--- config.mk ---
export PLATFORM = sky130hd
export DESIGN_NAME = tefid_top
export DESIGN_NICKNAME = d
export VERILOG_FILES = /design/src/rtl/tefid_sync.v /design/src/rtl/tefid_top.v
export VERILOG_INCLUDE_DIRS = /design/src /design/src/inc
export SDC_FILE = /design/constraint.sdc
export NUM_CORES = 1
export LEC_CHECK = 0
export BUFFER_PORTS_ARGS = -buffer_cell sky130_fd_sc_hd__clkbuf_2
export CORE_UTILIZATION = 33
export CTS_CLUSTER_SIZE = 8
export DETAILED_ROUTE_END_ITERATION = 8
export PLACE_DENSITY_LB_ADDON = 0.2
export RECOVER_POWER = 50
export SLEW_MARGIN = 30
export SYNTH_ARGS = -nofsm -noshare
export SYNTH_HDL_FRONTEND = slang
export SYNTH_SLANG_ARGS = --single-unit
--- constraint.sdc ---
create_clock -name i_clk_sys -period 1.35 [get_ports i_clk_sys]
set_input_delay 0.0675 -clock i_clk_sys [delete_from_list [all_inputs] [get_ports i_clk_sys]]
set_output_delay 0.0675 -clock i_clk_sys [all_outputs]
set_load 0.02 [all_outputs]
--- src/inc/tefid_defs.vh ---
// Register offsets, field positions, reset values and codes for the timer event flag block
`ifndef TEFID_DEFS_VH
`define TEFID_DEFS_VH

// Register offsets (byte addresses)
`define TEFID_OFS_CTRL 8'h00
`define TEFID_OFS_ENABLE 8'h0C
`define TEFID_OFS_STATUS 8'h10
`define TEFID_OFS_EVGEN 8'h14

// Reset values
`define TEFID_RST_CTRL 16'h0000
`define TEFID_RST_ENABLE 16'h0000
`define TEFID_RST_STATUS 16'h0000

// Writable masks (reserved bits read zero, ignore writes)
`define TEFID_MASK_CTRL 16'h0373
`define TEFID_MASK_ENABLE 16'h47E7
`define TEFID_MASK_STATUS 16'h06E7
`define TEFID_MASK_EVGEN 16'h00E7

// Control register fields
`define TEFID_CTRL_UPD_DIS 0
`define TEFID_CTRL_UPD_SRC 1
`define TEFID_CTRL_TSEL_LO 4
`define TEFID_CTRL_TSEL_HI 6
`define TEFID_CTRL_CH1_IN 8

// Enable register fields
`define TEFID_EN_UPD_IRQ 0
`define TEFID_EN_CH1_IRQ 1
`define TEFID_EN_COM_IRQ 5
`define TEFID_EN_TRG_IRQ 6
`define TEFID_EN_BRK_IRQ 7
`define TEFID_EN_UPD_DMA 8
`define TEFID_EN_CH1_DMA 9
`define TEFID_EN_TRG_DMA 14

// Status register fields
`define TEFID_ST_UPD 0
`define TEFID_ST_CH1 1
`define TEFID_ST_COM 5
`define TEFID_ST_TRG 6
`define TEFID_ST_BRK 7
`define TEFID_ST_CH1_RPT 9

// Event generate fields
`define TEFID_EG_UPD 0
`define TEFID_EG_CH1 1
`define TEFID_EG_COM 5
`define TEFID_EG_TRG 6
`define TEFID_EG_BRK 7

// Trigger source codes
`define TEFID_TSEL_INTERNAL_TRIGGER_0 3'h0
`define TEFID_TSEL_INTERNAL_TRIGGER_1 3'h1
`define TEFID_TSEL_INTERNAL_TRIGGER_2 3'h2
`define TEFID_TSEL_INTERNAL_TRIGGER_3 3'h3

`endif

--- src/rtl/tefid_sync.v ---
// Two flip-flop synchroniser for asynchronous level inputs
`timescale 1ns/1ns

module tefid_sync #(
	parameter WIDTH = 1
) (
	// Clock and reset
	input wire i_clk_sys,
	input wire i_srst,
	// Asynchronous input and synchronised output
	input wire [WIDTH-1:0] i_async,
	output wire [WIDTH-1:0] o_sync
);

	reg [WIDTH-1:0] meta_reg;
	reg [WIDTH-1:0] sync_reg;

	// ==========================================================
	// Two stage capture
	always @(posedge i_clk_sys) begin
		if (i_srst) begin
			meta_reg <= {WIDTH{1'b0}};
			sync_reg <= {WIDTH{1'b0}};
		end else begin
			meta_reg <= i_async;
			sync_reg <= meta_reg;
		end
	end

	assign o_sync = sync_reg;

endmodule // tefid_sync

--- src/rtl/tefid_top.v ---
// Event flags, interrupt and DMA request enables and trigger source mapping of the timer
//
// Strobed register access was chosen for this implementation.
`timescale 1ns/1ns
`include "tefid_defs.vh"

// Overview of operation
// - Trigger select codes 000..011 route partner timers a, b, c, d as trigger
// - Enable bits 0,1,2,5,6,7 enable update, channel, control-update, trigger, break irqs
// - Enable bits 8,9,10,14 enable update, channel 1, channel 2, trigger DMA
// - Enable and status registers reset to all zeros
// - Update flag bit 0 sets on every update event, held until cleared
// - Repetition counter overflow or underflow makes an update unless disabled
// - Software update generate makes an update when source bit zero, not disabled
// - Trigger counter initialisation makes an update when source bit zero, not disabled
// - Output channel 1 flag sets when counter matches compare value
// - Input channel 1 flag sets on capture, cleared by zero write or read
// - Channel 2 flag at bit 2 behaves exactly like channel 1
// - Control-update flag bit 5 sets on control-update event, held until cleared
// - Trigger flag bit 6 sets on trigger event, held until cleared
// - Break flag bit 7 set while break active; clearable only when inactive
// - Input capture while channel 1 flag set sets repeat flag bit 9
// - Channel 2 repeat flag bit 10 behaves as channel 1 repeat flag
// - Software update generate bit self-clears after requesting an update
module tefid_top (
	// Clock and reset
	input wire i_clk_sys,
	input wire i_srst,
	// Register port
	input wire [7:0] i_reg_addr,
	input wire [15:0] i_reg_wdata,
	input wire i_reg_wr,
	input wire i_reg_rd,
	output reg [15:0] o_reg_rdata,
	// Counter events
	input wire i_rep_wrap,
	input wire i_trig_init,
	// Channel events
	input wire [1:0] i_chan_match,
	input wire [1:0] i_chan_capture,
	input wire [1:0] i_chan_cap_read,
	// Control-update and trigger events
	input wire i_control_update_event,
	input wire i_trigger_event,
	// Break pin
	input wire i_break_pin,
	// Partner timer triggers
	input wire i_partner_timer_a,
	input wire i_partner_timer_b,
	input wire i_partner_timer_c,
	input wire i_partner_timer_d,
	// Event outputs
	output reg o_internal_trigger,
	output reg o_update_event,
	output reg [1:0] o_chan_soft_event,
	// Requests
	output wire o_irq,
	output reg o_dma_update,
	output reg [1:0] o_dma_chan,
	output reg o_dma_trigger
);

	// ==========================================================
	// Registers and signals
	reg [15:0] ctrl_reg;
	reg [15:0] enable_reg;
	reg [15:0] status_reg;
	reg [15:0] status_next;
	reg [15:0] evgen_reg;
	wire break_sync;
	wire update_disable;
	wire update_request_source;
	wire [2:0] trigger_source_select;
	wire [1:0] chan_input_mode;
	wire wr_ctrl;
	wire wr_enable;
	wire wr_status;
	wire wr_evgen;
	wire soft_update_generate;
	wire soft_com;
	wire soft_trig;
	wire soft_break;
	wire [1:0] soft_chan;
	wire update_ev;
	wire com_ev;
	wire trig_ev;
	wire [1:0] chan_ev;
	wire [1:0] chan_cap;
	wire [15:0] status_clr;
	wire [15:0] status_set;

	assign update_disable = ctrl_reg[`TEFID_CTRL_UPD_DIS];
	assign update_request_source = ctrl_reg[`TEFID_CTRL_UPD_SRC];
	assign trigger_source_select = ctrl_reg[`TEFID_CTRL_TSEL_HI:`TEFID_CTRL_TSEL_LO];
	assign chan_input_mode = ctrl_reg[`TEFID_CTRL_CH1_IN+1:`TEFID_CTRL_CH1_IN];

	assign wr_ctrl = i_reg_wr && (i_reg_addr == `TEFID_OFS_CTRL);
	assign wr_enable = i_reg_wr && (i_reg_addr == `TEFID_OFS_ENABLE);
	assign wr_status = i_reg_wr && (i_reg_addr == `TEFID_OFS_STATUS);
	assign wr_evgen = i_reg_wr && (i_reg_addr == `TEFID_OFS_EVGEN);

	assign soft_update_generate = evgen_reg[`TEFID_EG_UPD];
	assign soft_chan = evgen_reg[`TEFID_EG_CH1+1:`TEFID_EG_CH1];
	assign soft_com = evgen_reg[`TEFID_EG_COM];
	assign soft_trig = evgen_reg[`TEFID_EG_TRG];
	assign soft_break = evgen_reg[`TEFID_EG_BRK];

	// ==========================================================
	// Break pin synchroniser
	tefid_sync #(
		.WIDTH(1)
	) u_break_sync (
		.i_clk_sys(i_clk_sys),
		.i_srst(i_srst),
		.i_async(i_break_pin),
		.o_sync(break_sync)
	);

	// ==========================================================
	// Configuration registers
	always @(posedge i_clk_sys) begin
		if (i_srst) begin
			ctrl_reg <= `TEFID_RST_CTRL;
			enable_reg <= `TEFID_RST_ENABLE;
		end else begin
			if (wr_ctrl) begin
				ctrl_reg <= i_reg_wdata & `TEFID_MASK_CTRL;
			end
			if (wr_enable) begin
				enable_reg <= i_reg_wdata & `TEFID_MASK_ENABLE;
			end
		end
	end

	// ==========================================================
	// Event generate register
	always @(posedge i_clk_sys) begin
		if (i_srst) begin
			evgen_reg <= 16'h0000;
		end else if (wr_evgen) begin
			evgen_reg <= i_reg_wdata & `TEFID_MASK_EVGEN;
		end else begin
			evgen_reg <= 16'h0000;
		end
	end

	// ==========================================================
	// Trigger source mapping
	always @(posedge i_clk_sys) begin
		if (i_srst) begin
			o_internal_trigger <= 1'b0;
		end else begin
			case (trigger_source_select)
				`TEFID_TSEL_INTERNAL_TRIGGER_0: begin
					o_internal_trigger <= i_partner_timer_a;
				end
				`TEFID_TSEL_INTERNAL_TRIGGER_1: begin
					o_internal_trigger <= i_partner_timer_b;
				end
				`TEFID_TSEL_INTERNAL_TRIGGER_2: begin
					o_internal_trigger <= i_partner_timer_c;
				end
				`TEFID_TSEL_INTERNAL_TRIGGER_3: begin
					o_internal_trigger <= i_partner_timer_d;
				end
				default: begin
					o_internal_trigger <= 1'b0;
				end
			endcase
		end
	end

	// ==========================================================
	// Event qualification
	// Update from repetition wrap, software update generate or trigger initialisation
	assign update_ev = !update_disable && (i_rep_wrap ||
		(!update_request_source && (soft_update_generate || i_trig_init)));
	assign com_ev = i_control_update_event || soft_com;
	assign trig_ev = i_trigger_event || soft_trig;

	// Zero bits of a status write clear, one bits keep
	// Write zero clears
	assign status_clr = wr_status ? (~i_reg_wdata & `TEFID_MASK_STATUS) : 16'h0000;

	genvar ch;
	generate
		for (ch = 0; ch < 2; ch = ch + 1) begin : g_chan
			assign chan_cap[ch] = chan_input_mode[ch] && (i_chan_capture[ch] || soft_chan[ch]);
			assign chan_ev[ch] = chan_cap[ch] ||
				(!chan_input_mode[ch] && (i_chan_match[ch] || soft_chan[ch]));
			assign status_set[`TEFID_ST_CH1+ch] = chan_ev[ch];
			assign status_set[`TEFID_ST_CH1_RPT+ch] = chan_cap[ch] &&
				status_reg[`TEFID_ST_CH1+ch];
		end
	endgenerate

	assign status_set[`TEFID_ST_UPD] = update_ev;
	assign status_set[4:3] = 2'b00;
	assign status_set[`TEFID_ST_COM] = com_ev;
	assign status_set[`TEFID_ST_TRG] = trig_ev;
	assign status_set[`TEFID_ST_BRK] = break_sync || soft_break;
	assign status_set[8] = 1'b0;
	assign status_set[15:11] = 5'b0_0000;

	// ==========================================================
	// Status next value
	always @* begin
		status_next = status_reg & ~status_clr;
		if (chan_input_mode[0] && i_chan_cap_read[0]) begin
			status_next[`TEFID_ST_CH1] = 1'b0;
		end
		if (chan_input_mode[1] && i_chan_cap_read[1]) begin
			status_next[`TEFID_ST_CH1+1] = 1'b0;
		end
		// Set wins over clear
		status_next = (status_next | status_set) & `TEFID_MASK_STATUS;
	end

	always @(posedge i_clk_sys) begin
		if (i_srst) begin
			status_reg <= `TEFID_RST_STATUS;
		end else begin
			status_reg <= status_next;
		end
	end

	// ==========================================================
	// Requests and event outputs
	// Enabled flag irq
	assign o_irq = |(status_reg[7:0] & enable_reg[7:0] & 8'hE7) ||
		(|(status_reg[10:9] & enable_reg[2:1]));

	always @(posedge i_clk_sys) begin
		if (i_srst) begin
			o_dma_update <= 1'b0;
			o_dma_chan <= 2'b00;
			o_dma_trigger <= 1'b0;
			o_update_event <= 1'b0;
			o_chan_soft_event <= 2'b00;
		end else begin
			o_dma_update <= update_ev && enable_reg[`TEFID_EN_UPD_DMA];
			o_dma_chan <= chan_ev & enable_reg[`TEFID_EN_CH1_DMA+1:`TEFID_EN_CH1_DMA];
			o_dma_trigger <= trig_ev && enable_reg[`TEFID_EN_TRG_DMA];
			o_update_event <= update_ev;
			o_chan_soft_event <= soft_chan;
		end
	end

	// ==========================================================
	// Register read port
	always @(posedge i_clk_sys) begin
		if (i_srst) begin
			o_reg_rdata <= 16'h0000;
		end else if (i_reg_rd) begin
			case (i_reg_addr)
				`TEFID_OFS_CTRL: begin
					o_reg_rdata <= ctrl_reg;
				end
				`TEFID_OFS_ENABLE: begin
					o_reg_rdata <= enable_reg;
				end
				`TEFID_OFS_STATUS: begin
					o_reg_rdata <= status_reg;
				end
				`TEFID_OFS_EVGEN: begin
					o_reg_rdata <= evgen_reg;
				end
				default: begin
					o_reg_rdata <= 16'h0000;
				end
			endcase
		end else begin
			o_reg_rdata <= 16'h0000;
		end
	end

endmodule // tefid_top

==> results_dict.tcl <==
set metrics [dict create \
    num_antenna_cells 0 \
    clockBufferDepth 2 \
    port-buffer-count 57 \
    grt_first_pass_wirelength_um 8730 \
    flow.area_growth_from_synthesis_pct 30.9 \
    grt_max_degree 23 \
    grt_antenna_before_repair 0 \
    die-height_um 81.0 \
    floorplan.die_area_um2 6570 \
    criticalPathCategory "register to output pin" \
    slew_violations 0 \
    synth_sequential_area_ratio_pct 50.5 \
    final_common_cell "sky130_fd_sc_hd__dfxtp_1" \
    hold_buffers 5 \
    grt_setup_unrepaired "false" \
    internal_power_w 0.00207 \
    max-vdd-ir-drop_mv 0.466 \
    hpwlAfterDp_um 4230 \
    layout.cell_area.non_filler_um2 2700 \
    fillers 627 \
    post_route_cells_drive_above_1_share_pct 24.2 \
    globalplace.congestion 0.881 \
    most-common-layout-cells "sky130_fd_sc_hd__dfxtp_1, sky130_fd_sc_hd__clkbuf_2, sky130_fd_sc_hd__buf_4, sky130_fd_sc_hd__a21oi_1, sky130_fd_sc_hd__nand3_1" \
    ioPinCount 68 \
    sw_frac_of_total_pct 23.3 \
    cts-root-buf "sky130_fd_sc_hd__clkbuf_8" \
    worstSkewPairLatency_ns 0.30 \
    synthSimpleGateAreaFrac_pct 24.4 \
    cts.sink_count 52 \
    design.core.area_um2 5990 \
    timing.critical_path.to_type "output pin" \
    cts_post_setup_buffers_inserted 0 \
    power.leakage_nw 1.04 \
    viasPerCell 5.02 \
    path_max_fanout 3 \
    yosys_warnings 0 \
    power.sequential.fraction_pct 58.0 \
    postCtsResizedCells 0 \
    cts_htree_levels 2 \
    ys_ff_latch 52 \
    finish_stage_setup_viols 0 \
    comb_power_share_pct 8.8 \
    cts_tree "yes" \
    synth_compound_area_share_pct 16.4 \
    r2r_setup_slack_ns 0.28 \
    route.vias.total 1974 \
    yosys.area_share.xor_xnor_pct 0.425 \
    clk_pin_slew_worst_paths_ns 0.09 \
    sequential_cell_area_um2 1040 \
    final_antenna_net_count 0 \
    route.detailed.drc 0 \
    largest_register_ffs 11 \
    reg2reg_depth 3 \
    first_global_vias 1771 \
    design_power_total_w 0.00270 \
    timing.critical_path.required_ns 1.28 \
    average_cell_area_after_synthesis_um2 8.93 \
    cts_made_buffers 5 \
    timing.final.crit_share_pct 97.3 \
    final.min_clock_period_ns 1.31 \
    hold_violations 0 \
    effective_utilization_at_floorplan_pct 34.4 \
    netSwitchingPower_w 0.000629 \
    timing.critical_path.from_type "register" \
    totalNegativeSetupSlack_ns 0 \
    main_combinational_cell_family_by_area_after_synthesis "simple AND/OR/NAND/NOR gates" \
    nNetsFinal 360 \
    wire_per_inst_um 14.3 \
    worst_hold_path_type "input port to register" \
    syn_inst 231 \
    synth_mux_area_share_pct 3.52 \
    detailedRoute.firstIterationViolations 96 \
    power.density_cell_area_nw_per_um2 1000 \
    clock_power_share_pct 33.1 \
    placement.cell_area_um2 2590 \
    maxCapViolCount 0 \
    groute.usage.overall_pct 17.9 \
    die_width_um 81.0 \
    placement_rows 28 \
    status "finished, final reports clean" \
    critPathArrivalTime_ns 1.25 \
    detailedRoute.firstPassIterationCount 4 \
    synth-adder-area-share_pct 0 \
    hold-path-cell-count 3 \
    overflow 0 \
    clock_skew_ns 0.00866 \
    ys_types 33 \
    netlist_area_um2 2060 \
    multi_input_area_um2 942 \
    detail_route.wirelength_um 5600 \
    max_freq_ghz 0.761 \
]
-- routing by layer --
metal | GRT usage, % | part of all wire (%) | routed length, um
met1 | 23.5 | 47 | 2610
met2 | 28.4 | 46 | 2580
met3 | 4.16 | 5.8 | 326
met4 | 6.79 | 1.6 | 88
met5 | 0 | 0 | 0
-- synth_stat cells --
master	number	area [um2]
sky130_fd_sc_hd__or4b_1	1	10.0
sky130_fd_sc_hd__nand2_1	20	75.1
sky130_fd_sc_hd__nand4_1	2	12.5
sky130_fd_sc_hd__xnor2_1	1	8.76
sky130_fd_sc_hd__nand3_1	23	115
sky130_fd_sc_hd__and3b_1	1	8.76
sky130_fd_sc_hd__a21oi_1	24	120
sky130_fd_sc_hd__mux2_2	2	22.5
sky130_fd_sc_hd__buf_4	6	45.0
sky130_fd_sc_hd__nor4_1	2	12.5
sky130_fd_sc_hd__a22oi_1	10	75.1
sky130_fd_sc_hd__and3_1	2	12.5
sky130_fd_sc_hd__mux2i_1	5	50.1
sky130_fd_sc_hd__a22o_1	1	8.76
sky130_fd_sc_hd__o211ai_1	4	30.0
sky130_fd_sc_hd__inv_1	2	7.51
sky130_fd_sc_hd__dfxtp_1	52	1040
sky130_fd_sc_hd__nor4b_1	1	8.76
sky130_fd_sc_hd__and4_1	1	8.76
sky130_fd_sc_hd__nor4_2	2	25.0
sky130_fd_sc_hd__or3_1	1	6.26
sky130_fd_sc_hd__nand4b_1	1	8.76
sky130_fd_sc_hd__conb_1	1	3.75
sky130_fd_sc_hd__buf_2	3	15.0
sky130_fd_sc_hd__and2_1	8	50.1
sky130_fd_sc_hd__nor3b_1	3	22.5
sky130_fd_sc_hd__a211oi_1	3	22.5
sky130_fd_sc_hd__o21ai_0	13	65.1
sky130_fd_sc_hd__a32oi_1	1	8.76
sky130_fd_sc_hd__nor2b_1	10	62.6
sky130_fd_sc_hd__nor2_1	17	63.8
sky130_fd_sc_hd__clkbuf_1	7	26.3
sky130_fd_sc_hd__a2111oi_0	1	8.76
-- path summary, 6_finish.rpt --
check                              startpoint                             end
max                  status_reg[6]$_SDFF_PP0_                           o_irq
max reg2reg           evgen_reg[2]$_SDFF_PP0_       o_reg_rdata[2]$_SDFF_PP0_
min                    i_control_update_event        status_reg[5]$_SDFF_PP0_
min reg2reg  u_break_sync.meta_reg$_SDFF_PP0_  u_break_sync.o_sync$_SDFF_PP0_
-- power by group through the flow --
stage	Clock [W]	Combinational [W]	Sequential, W
3_3_place_gp	0	0.000226	0.00160
3_5_place_dp	0	0.000228	0.00160
6_report	0.000895	0.000239	0.00157
4_1_cts	0.000924	0.000240	0.00157
5_1_grt	0.000993	0.000262	0.00157
2_1_floorplan	0	0.000110	0.00160
-- per-stage QoR --
step           hold WS, ns  std cells  util, %  worst slack [ns]
6_report            0.0112        393     45.1            0.0363
5_1_grt            0.00484        393     45.1            0.0178
4_1_cts            0.00471        393     45.6            0.0636
3_5_place_dp         0.284        380     43.2            -0.169
3_3_place_gp         0.278        380     43.2           -0.0907
2_1_floorplan        0.189        235        -             0.113
-- cell families (layout without fill, tap and decap cells) --
group                  Yosys count  count (layout)
flip-flops                      52              52
AO/OA/AOI/OAI                   57              57
XOR/XNOR                         1               1
other                            1               5
multiplexers                     7               7
buffers and inverters           18             101
AND/OR/NAND/NOR                 95              95
-- critical path: stages (launching register included) --
cell and delay [ns]:
sky130_fd_sc_hd__dfxtp_1 0.34, sky130_fd_sc_hd__a22oi_1 0.27, sky130_fd_sc_hd__nand4_1 0.15, sky130_fd_sc_hd__clkbuf_2 0.19
-- layout make-up --
class	instances	share of cell area [%]
flip-flops and latches	52	38.6
clock inverters	2	0.371
clock buffers	6	3.06
repair buffers	91	19.3
inverters	2	0.278
multi-input cells	165	34.9
well taps	75	3.48
Note: power is estimated with default switching activity, not from simulation.
